File: src/ctp_pkg.sv
// package of types and constants for the compact test port
// assumes nothing beyond a SystemVerilog compiler
package ctp_pkg;

  // sixteen states of the internal test access controller
  typedef enum logic [3:0] {
    TAP_TLR, TAP_RTI, TAP_SEL_DR, TAP_CAP_DR, TAP_SHF_DR, TAP_EX1_DR,
    TAP_PAU_DR, TAP_EX2_DR, TAP_UPD_DR, TAP_SEL_IR, TAP_CAP_IR,
    TAP_SHF_IR, TAP_EX1_IR, TAP_PAU_IR, TAP_EX2_IR, TAP_UPD_IR
  } ctp_tap_type;

  // check packet progress
  typedef enum logic [1:0] {CP_IDLE, CP_PRE, CP_BODY} ctp_cp_type;

  // protocol mode of the port
  typedef enum logic {MODE_STD, MODE_ADV} ctp_mode_type;

  // counter width and default element lengths, in link clock edges
  localparam int            CNT_W         = 4;
  localparam logic [3:0]    PRE_EDGES     = 4'h4;
  localparam logic [3:0]    BODY_EDGES    = 4'h8;
  localparam logic [3:0]    ADV_EDGES     = 4'h6;
  localparam logic [3:0]    CNT_RST       = 4'h0;
  // link clock period in the bench, sampled by the 4 ns system clock
  localparam int            TCK_PERIOD_NS = 32;
  localparam int            SYS_PERIOD_NS = 4;
  localparam int            TCK_CYCLES    = TCK_PERIOD_NS / SYS_PERIOD_NS;

endpackage

File: src/ctp_tap_if.sv
// interface between the port logic and the internal test controller
// assumes both ends run on sys_clk
`timescale 1ns/1ps
interface ctp_tap_if;
  import ctp_pkg::*;
  logic        step;   // one-cycle advance pulse
  logic        tms;    // synchronised mode select value
  ctp_tap_type state;  // controller state
  modport port (output step, output tms, input state);
  modport tap  (input step, input tms, output state);
endinterface

File: src/ctp_port.sv
// compact two-pin test port: check packet hold and protocol mode
// assumes tck and tms come from the pins, asynchronous to sys_clk;
// cp_start, adv_req and self_rst come from sys_clk logic
`timescale 1ns/1ps
module ctp_port
  import ctp_pkg::*;
#(
  parameter logic [CNT_W-1:0] PRE_LEN  = PRE_EDGES,
  parameter logic [CNT_W-1:0] BODY_LEN = BODY_EDGES,
  parameter logic [CNT_W-1:0] ADV_LEN  = ADV_EDGES
)
(
  // clock and reset
  input  wire logic         sys_clk,
  input  wire logic         rst_b,
  // link pins
  input  wire logic         tck,
  input  wire logic         tms,
  // protocol requests
  input  wire logic         cp_start,
  input  wire logic         adv_req,
  input  wire logic         self_rst,
  // status
  output ctp_tap_type       tap_state,
  output logic              tap_tck,
  output logic              cp_busy,
  output logic              adv_mode,
  output logic              adv_pend
);

  // ************************************************
  // pin synchronisers
  // ************************************************

  logic tck_s1_r;
  logic tck_s2_r;
  logic tck_d_r;
  logic tms_s1_r;
  logic tms_s2_r;

  // two flops per pin, plus a delay flop on tck; the first stage only feeds the second
  always_ff @(posedge sys_clk or negedge rst_b)
  begin
    if (!rst_b)
    begin
      tck_s1_r <= 1'b0;
      tck_s2_r <= 1'b0;
      tck_d_r  <= 1'b0;
      tms_s1_r <= 1'b1;
      tms_s2_r <= 1'b1;
    end
    else
    begin
      tck_s1_r <= tck;
      tck_s2_r <= tck_s1_r;
      tck_d_r  <= tck_s2_r;
      tms_s1_r <= tms;
      tms_s2_r <= tms_s1_r;
    end
  end

  // rising edge of the link clock, seen two cycles late
  wire tck_rise = tck_s2_r & ~tck_d_r;

  // ************************************************
  // check packet sequencing
  // ************************************************

  ctp_tap_if  tap_if ();

  ctp_cp_type           cp_st_r;
  ctp_cp_type           cp_st_nxt;
  logic [CNT_W-1:0]     cnt_r;
  logic [CNT_W-1:0]     cnt_nxt;
  logic                 hold_r;
  logic                 open_r;
  logic                 tap_tck_r;

  // start from idle only
  // a packet may only start from idle, so holding keeps it idle
  wire cp_go     = cp_start & (cp_st_r == CP_IDLE) &
                   (tap_if.state == TAP_RTI);
  wire pre_last  = (cnt_r == PRE_LEN - 1'b1);
  wire body_last = (cnt_r == BODY_LEN - 1'b1);
  wire cnt_end   = (cp_st_r == CP_PRE) ? pre_last : body_last;

  // element sequencer
  always_comb
  begin
    cp_st_nxt = cp_st_r;
    cnt_nxt   = cnt_r;
    case (cp_st_r)
      CP_IDLE:
      begin
        cnt_nxt = CNT_RST;
        if (cp_go)
          cp_st_nxt = CP_PRE;
      end
      CP_PRE, CP_BODY:
      begin
        if (tck_rise && cnt_end)
        begin
          cnt_nxt   = CNT_RST;
          cp_st_nxt = (cp_st_r == CP_PRE) ? CP_BODY : CP_IDLE;
        end
        else if (tck_rise)
          cnt_nxt = cnt_r + 1'b1;
      end
      default:
      begin
        cp_st_nxt = CP_IDLE;
        cnt_nxt   = CNT_RST;
      end
    endcase
  end

  // one hold level across both elements, no gap at handover
  wire hold_nxt = (cp_st_nxt != CP_IDLE);

  // gate reopens while the link clock is low, like a latch gate, or at once on self_rst
  wire open_nxt = ~hold_nxt & (open_r | ~tck_s2_r);

  // edges reach the controller only through the open gate
  assign tap_if.step = tck_rise & open_r & ~cp_go;
  assign tap_if.tms  = tms_s2_r;

  always_ff @(posedge sys_clk or negedge rst_b)
  begin
    if (!rst_b)
    begin
      cp_st_r <= CP_IDLE;
      cnt_r   <= CNT_RST;
      hold_r  <= 1'b0;
      open_r  <= 1'b1;
    end
    else if (self_rst)
    begin
      cp_st_r <= CP_IDLE;
      cnt_r   <= CNT_RST;
      hold_r  <= 1'b0;
      open_r  <= 1'b1;
    end
    else
    begin
      cp_st_r <= cp_st_nxt;
      cnt_r   <= cnt_nxt;
      hold_r  <= hold_nxt;
      open_r  <= open_nxt;
    end
  end

  // gated clock from a flop, never from raw gating
  always_ff @(posedge sys_clk or negedge rst_b)
  begin
    if (!rst_b)
      tap_tck_r <= 1'b0;
    else
      tap_tck_r <= tck_s2_r & open_nxt & ~self_rst;
  end

  // ************************************************
  // protocol mode
  // ************************************************

  ctp_mode_type         mode_r;
  logic                 pend_r;
  logic [CNT_W-1:0]     adv_cnt_r;

  // switch completes after a fixed run of link edges
  wire adv_go   = adv_req & (mode_r == MODE_STD) & ~pend_r;
  wire adv_done = pend_r & tck_rise & (adv_cnt_r == ADV_LEN - 1'b1);

  // self-reset drops back to standard and aborts a switch
  always_ff @(posedge sys_clk or negedge rst_b)
  begin
    if (!rst_b)
    begin
      mode_r    <= MODE_STD;
      pend_r    <= 1'b0;
      adv_cnt_r <= CNT_RST;
    end
    else if (self_rst)
    begin
      mode_r    <= MODE_STD;
      pend_r    <= 1'b0;
      adv_cnt_r <= CNT_RST;
    end
    else if (adv_go)
    begin
      pend_r    <= 1'b1;
      adv_cnt_r <= CNT_RST;
    end
    else if (adv_done)
    begin
      mode_r    <= MODE_ADV;
      pend_r    <= 1'b0;
      adv_cnt_r <= CNT_RST;
    end
    else if (pend_r && tck_rise)
      adv_cnt_r <= adv_cnt_r + 1'b1;
  end

  // ************************************************
  // controller and outputs
  // ************************************************

  ctp_tap u_tap (
    .sys_clk (sys_clk),
    .rst_b   (rst_b),
    .bus     (tap_if.tap)
  );

  assign tap_state = tap_if.state;
  assign tap_tck   = tap_tck_r;
  assign cp_busy   = hold_r;
  assign adv_mode  = (mode_r == MODE_ADV);
  assign adv_pend  = pend_r;
endmodule // ctp_port

File: src/ctp_tap.sv
// sixteen-state test access controller, advanced by step pulses
// assumes step and tms are already in the sys_clk domain
`timescale 1ns/1ps
module ctp_tap
  import ctp_pkg::*;
(
  // clock and reset
  input  wire logic sys_clk,
  input  wire logic rst_b,
  // port side
  ctp_tap_if.tap    bus
);

  ctp_tap_type state_r;
  ctp_tap_type state_nxt;

  // standard transition table
  always_comb
  begin
    state_nxt = state_r;
    case (state_r)
      TAP_TLR:    state_nxt = bus.tms ? TAP_TLR    : TAP_RTI;
      TAP_RTI:    state_nxt = bus.tms ? TAP_SEL_DR : TAP_RTI;
      TAP_SEL_DR: state_nxt = bus.tms ? TAP_SEL_IR : TAP_CAP_DR;
      TAP_CAP_DR: state_nxt = bus.tms ? TAP_EX1_DR : TAP_SHF_DR;
      TAP_SHF_DR: state_nxt = bus.tms ? TAP_EX1_DR : TAP_SHF_DR;
      TAP_EX1_DR: state_nxt = bus.tms ? TAP_UPD_DR : TAP_PAU_DR;
      TAP_PAU_DR: state_nxt = bus.tms ? TAP_EX2_DR : TAP_PAU_DR;
      TAP_EX2_DR: state_nxt = bus.tms ? TAP_UPD_DR : TAP_SHF_DR;
      TAP_UPD_DR: state_nxt = bus.tms ? TAP_SEL_DR : TAP_RTI;
      TAP_SEL_IR: state_nxt = bus.tms ? TAP_TLR    : TAP_CAP_IR;
      TAP_CAP_IR: state_nxt = bus.tms ? TAP_EX1_IR : TAP_SHF_IR;
      TAP_SHF_IR: state_nxt = bus.tms ? TAP_EX1_IR : TAP_SHF_IR;
      TAP_EX1_IR: state_nxt = bus.tms ? TAP_UPD_IR : TAP_PAU_IR;
      TAP_PAU_IR: state_nxt = bus.tms ? TAP_EX2_IR : TAP_PAU_IR;
      TAP_EX2_IR: state_nxt = bus.tms ? TAP_UPD_IR : TAP_SHF_IR;
      TAP_UPD_IR: state_nxt = bus.tms ? TAP_SEL_DR : TAP_RTI;
      default:    state_nxt = TAP_TLR;
    endcase
  end

  always_ff @(posedge sys_clk or negedge rst_b)
  begin
    if (!rst_b)
      state_r <= TAP_TLR;
    else if (bus.step)
      state_r <= state_nxt;
  end

  assign bus.state = state_r;
endmodule // ctp_tap

File: config.mk
export PLATFORM = sky130hd
export DESIGN_NAME = ctp_port
export DESIGN_NICKNAME = d
export VERILOG_FILES = /design/src/ctp_pkg.sv /design/src/ctp_tap_if.sv /design/src/ctp_port.sv /design/src/ctp_tap.sv
export SDC_FILE = /design/constraint.sdc
export NUM_CORES = 1
export LEC_CHECK = 0
export BUFFER_PORTS_ARGS = -buffer_cell sky130_fd_sc_hd__buf_2
export CAP_MARGIN = 5
export CORE_UTILIZATION = 42
export CTS_BUF_LIST = sky130_fd_sc_hd__clkbuf_16
export CTS_CLUSTER_DIAMETER = 120
export DETAILED_ROUTE_END_ITERATION = 8
export HOLD_SLACK_MARGIN = 0.1
export SYNTH_ARGS = -nofsm -noshare
export SYNTH_HDL_FRONTEND = slang
export SYNTH_SLANG_ARGS = --single-unit
File: constraint.sdc
create_clock -name sys_clk -period 1.5 [get_ports sys_clk]
set_input_delay 0.075 -clock sys_clk [delete_from_list [all_inputs] [get_ports sys_clk]]
set_output_delay 0.075 -clock sys_clk [all_outputs]
set_load 0.005 [all_outputs]
==> flow_summary_export.csv <==
group,metric,value,unit
synthesis,synthFlopType,"dfrtp_1",
routing,ant_nets,0,
clock_network,cts.sinks,24,
worst_setup_path,start_kind,"flip-flop",
floorplanning,io_pins,15,
floorplanning,die_w,58.6,um
clock_network,root_buffer,"clkbuf_16",
cells_and_area,regArea,607,um^2
worst_setup_path,rrSetupSlack,-120,ps
sta,maxSlewViolCount,0,
cells_and_area,final_nets,185,
clock_network,path_clk_slew,60,ps
power,sw_frac_of_total,32.3,%
routing,drc,0,
cells_and_area,layout-drive-gt1-share,35.7,%
place,hpwlAfterDp,1.95,mm
worst_setup_path,crit_path_max_fanout,4,
sta,fin_crit,1620,ps
worst_setup_path,required,1650,ps
place,globalplace.congestion,0.849,
sta,fin_skew,3.51,ps
synthesis,syn_area,1350,um^2
clock_network,cts_buffers,3,
routing,via_per_inst,5.16,
place,numPortBuffers,14,
sta,slew_headroom,63.7,%
power,power.leakage,0.816,nW
worst_setup_path,arrival,1770,ps
global_routing,track_usage,18.2,%
synthesis,postSynthAreaPerCell,9.97,um^2
worst_setup_path,crit_type,"flip-flop to flip-flop",
global_routing,grt_start_max_net_pins,25,
power,power_frac_seq,36.3,%
place,dp_cells,203,
sta,timing.fmax,616,MHz
synthesis,yosys_warnings,0,
cells_and_area,fillers,273,
power,vdd_ir_drop_max,478,uV
clock_network,clockBufferDepth,2,
global_routing,grt_pass1_wl,4.70,mm
status,status,"finished with violations",
floorplanning,die_area,3440,um^2
synthesis,ys_types,47,
routing,first_pass_iters,4,
routing,routed_wirelength,2.85,mm
sta,final-hold-violation-count,0,
clock_network,cts_max_level,1,
clock_network,tritoncts,"yes",
floorplanning,initial_core_util,44.1,%
power,p_comb_share,37.2,%
floorplanning,num_rows,20,
sta,fin_setup_tns,-332,ps
status,violations,"negative setup slack",
routing,num_vias,1110,
power,p_clk_share,26.5,%
flow_run,max-cap-violations,0,
floorplanning,core,3050,um^2
cells_and_area,antenna_cells,0,
synthesis,synth_edf_count,0,
routing,dr.first_iter.drc_count,21,
clock_network,clk_latency,260,ps
power,switching_power,0.714,mW
power,p_per_area,1240,nW/um^2
global_routing,antenna_found_initial,0,
global_routing,grt_pass1_vias,1069,
synthesis,syn_inst,135,
hold_path,holdCritPathClass,"input pin to flip-flop",
sta,rsz0062_at_grt,"yes",
synthesis,yosysSeqAreaShare,44.9,%
routing,wl_per_cell,13.3,um
sta,setup_ws,-123,ps
floorplanning,fp.dieH,58.6,um
global_routing,overflow,0,
sta,finalSetupViolCount,4,
synthesis,ys_seq_elements,24,
cells_and_area,fin_cells,215,
power,intPower,1.49,mW
cells_and_area,multi_input_area,734,um^2
synthesis,synth_nets,148,
cells_and_area,synthToLayoutAreaGrowth,32.1,%
worst_setup_path,crit_path_end_kind,"flip-flop",
sta,worst_slew_pin_slew,544,ps
synthesis,async_flop_share,100,%
sta,final.period_utilization,108,%
## sequential cells by signal (all words and copies together), names as in the netlist
signal and cells:
adv_cnt_r 4, adv_mode 1, adv_pend 1, cnt_r 4, cp_busy 1, cp_st_r 2, open_r 1, tap_if.tms 1
tap_tck 1, tck_d_r 1, tck_s1_r 1, tck_s2_r 1, tms_s1_r 1, u_tap.bus.state 4
## cell type report
type | instances | share of cell area, %
clock inverter | 1 | 0.211
tap | 44 | 3.10
timing repair buffer | 39 | 15.1
sequential | 24 | 34.1
inverter | 9 | 1.90
clock buffer | 3 | 4.22
multi-input combinational | 95 | 41.3
## metrics by stage
step / worst slack [ps] / cell area (um^2) / utilization [%] / hold slack [ps] / power, mW
global placement: -112 / 1570 / 51.5 / 88.2 / 1.55
detailed placement: -126 / 1570 / 51.5 / 101 / 1.56
CTS: -99.0 / 1740 / 56.9 / 127 / 2.19
finish: -123 / 1780 / 58.2 / 131 / 2.21
floorplan: -78.7 / 1350 / - / -221 / 1.30
global route: -170 / 1780 / 58.2 / 150 / 2.34
## worst max-delay path, stage by stage (launching register included)
cell and delay, ps:
dfrtp_1 390, inv_2 110, ha_4 160, xor2_2 160
nand2_1 100, a221o_2 430, and3_4 160
## kinds of logic after synthesis
group,Yosys count,share of synthesized area [%]
compound gates,31,18.2
flops,24,44.9
xor+xnor,7,4.55
buf+inv,16,4.93
mux,2,1.49
fa+ha+maj,6,5.58
simple gates,49,20.4
## layout by cell type, fill, tap and decap left out, types with 2 or more instances in the layout
cell type	instances
nand2b_1	3
ha_1	3
nand4_1	3
and3b_1	2
nor2b_1	5
dfrtp_2	2
ha_4	2
a31o_1	4
o31ai_1	2
a31oi_1	2
inv_2	3
dfrtp_1	19
buf_2	14
dlygate4sd3_1	3
dfstp_2	3
xor2_1	5
mux2i_1	2
buf_4	21
nand3b_1	2
inv_1	6
a21oi_1	2
nor3_1	4
o21ai_0	3
nor2_1	15
clkbuf_16	3
nand2_1	7
and3_1	2
## Yosys cell counts (2+ instances only)
master / instances / area share [%]
a21oi_1: 3 / 1.1
a31o_1: 4 / 2.6
a31oi_1: 2 / 0.93
and3_1: 2 / 0.93
and3b_1: 2 / 1.3
buf_2: 2 / 0.74
clkbuf_1: 4 / 1.1
dfrtp_1: 21 / 39
dfstp_2: 3 / 5.9
ha_1: 6 / 5.6
inv_1: 9 / 2.5
mux2i_1: 2 / 1.5
nand2_1: 7 / 2.0
nand2b_1: 3 / 1.4
nand3b_1: 2 / 1.1
nand4_1: 3 / 1.4
nor2_1: 15 / 4.2
nor2b_1: 5 / 2.3
nor3_1: 4 / 1.5
o21ai_0: 3 / 1.1
o31ai_1: 2 / 1.1
xor2_1: 6 / 3.9
## final timing paths
check	to	cells after the start	from
max in group asynchronous	tck_s2_r	2	rst_b
worst min register to register	tck_s2_r	0	tck_s1_r
min in group asynchronous	u_tap.bus.state[3]	2	rst_b
worst max register to register	tap_tck	6	cp_st_r[1]
worst max-delay path	tap_tck	6	cp_st_r[1]
worst min-delay path	adv_pend	3	adv_req
## power by group through the flow
stage               Combinational (mW)  Clock [mW]  Sequential [mW]
floorplan                        0.503           0            0.802
global placement                 0.747           0            0.806
detailed placement               0.759           0            0.806
CTS                              0.795       0.595            0.797
global route                     0.909       0.619            0.812
finish                           0.822       0.585            0.801
## layer usage
| layer | vias to the layer above | track usage (%) | share of wire, % |
|---|---|---|---|
| met3 | 5 | 2.86 | 3.5 |
| met4 | 0 | 7.82 | 1.2 |
| li1 | 555 | - | - |
| met1 | 523 | 23.3 | 47 |
| met5 | - | 0 | 0 |
| met2 | 27 | 30.5 | 49 |
## timing repair
| item | in CTS | in global routing |
|---|---|---|
| gates resized for setup | 8 | 6 |
| endpoints found under the setup margin | 8 | 13 |
| hold buffers | 3 | 0 |
| buffers inserted | 3 | 3 |
| pin swaps | 7 | 5 |
| hold endpoints to repair | 23 | 0 |
(Power assumes the default switching activity.)
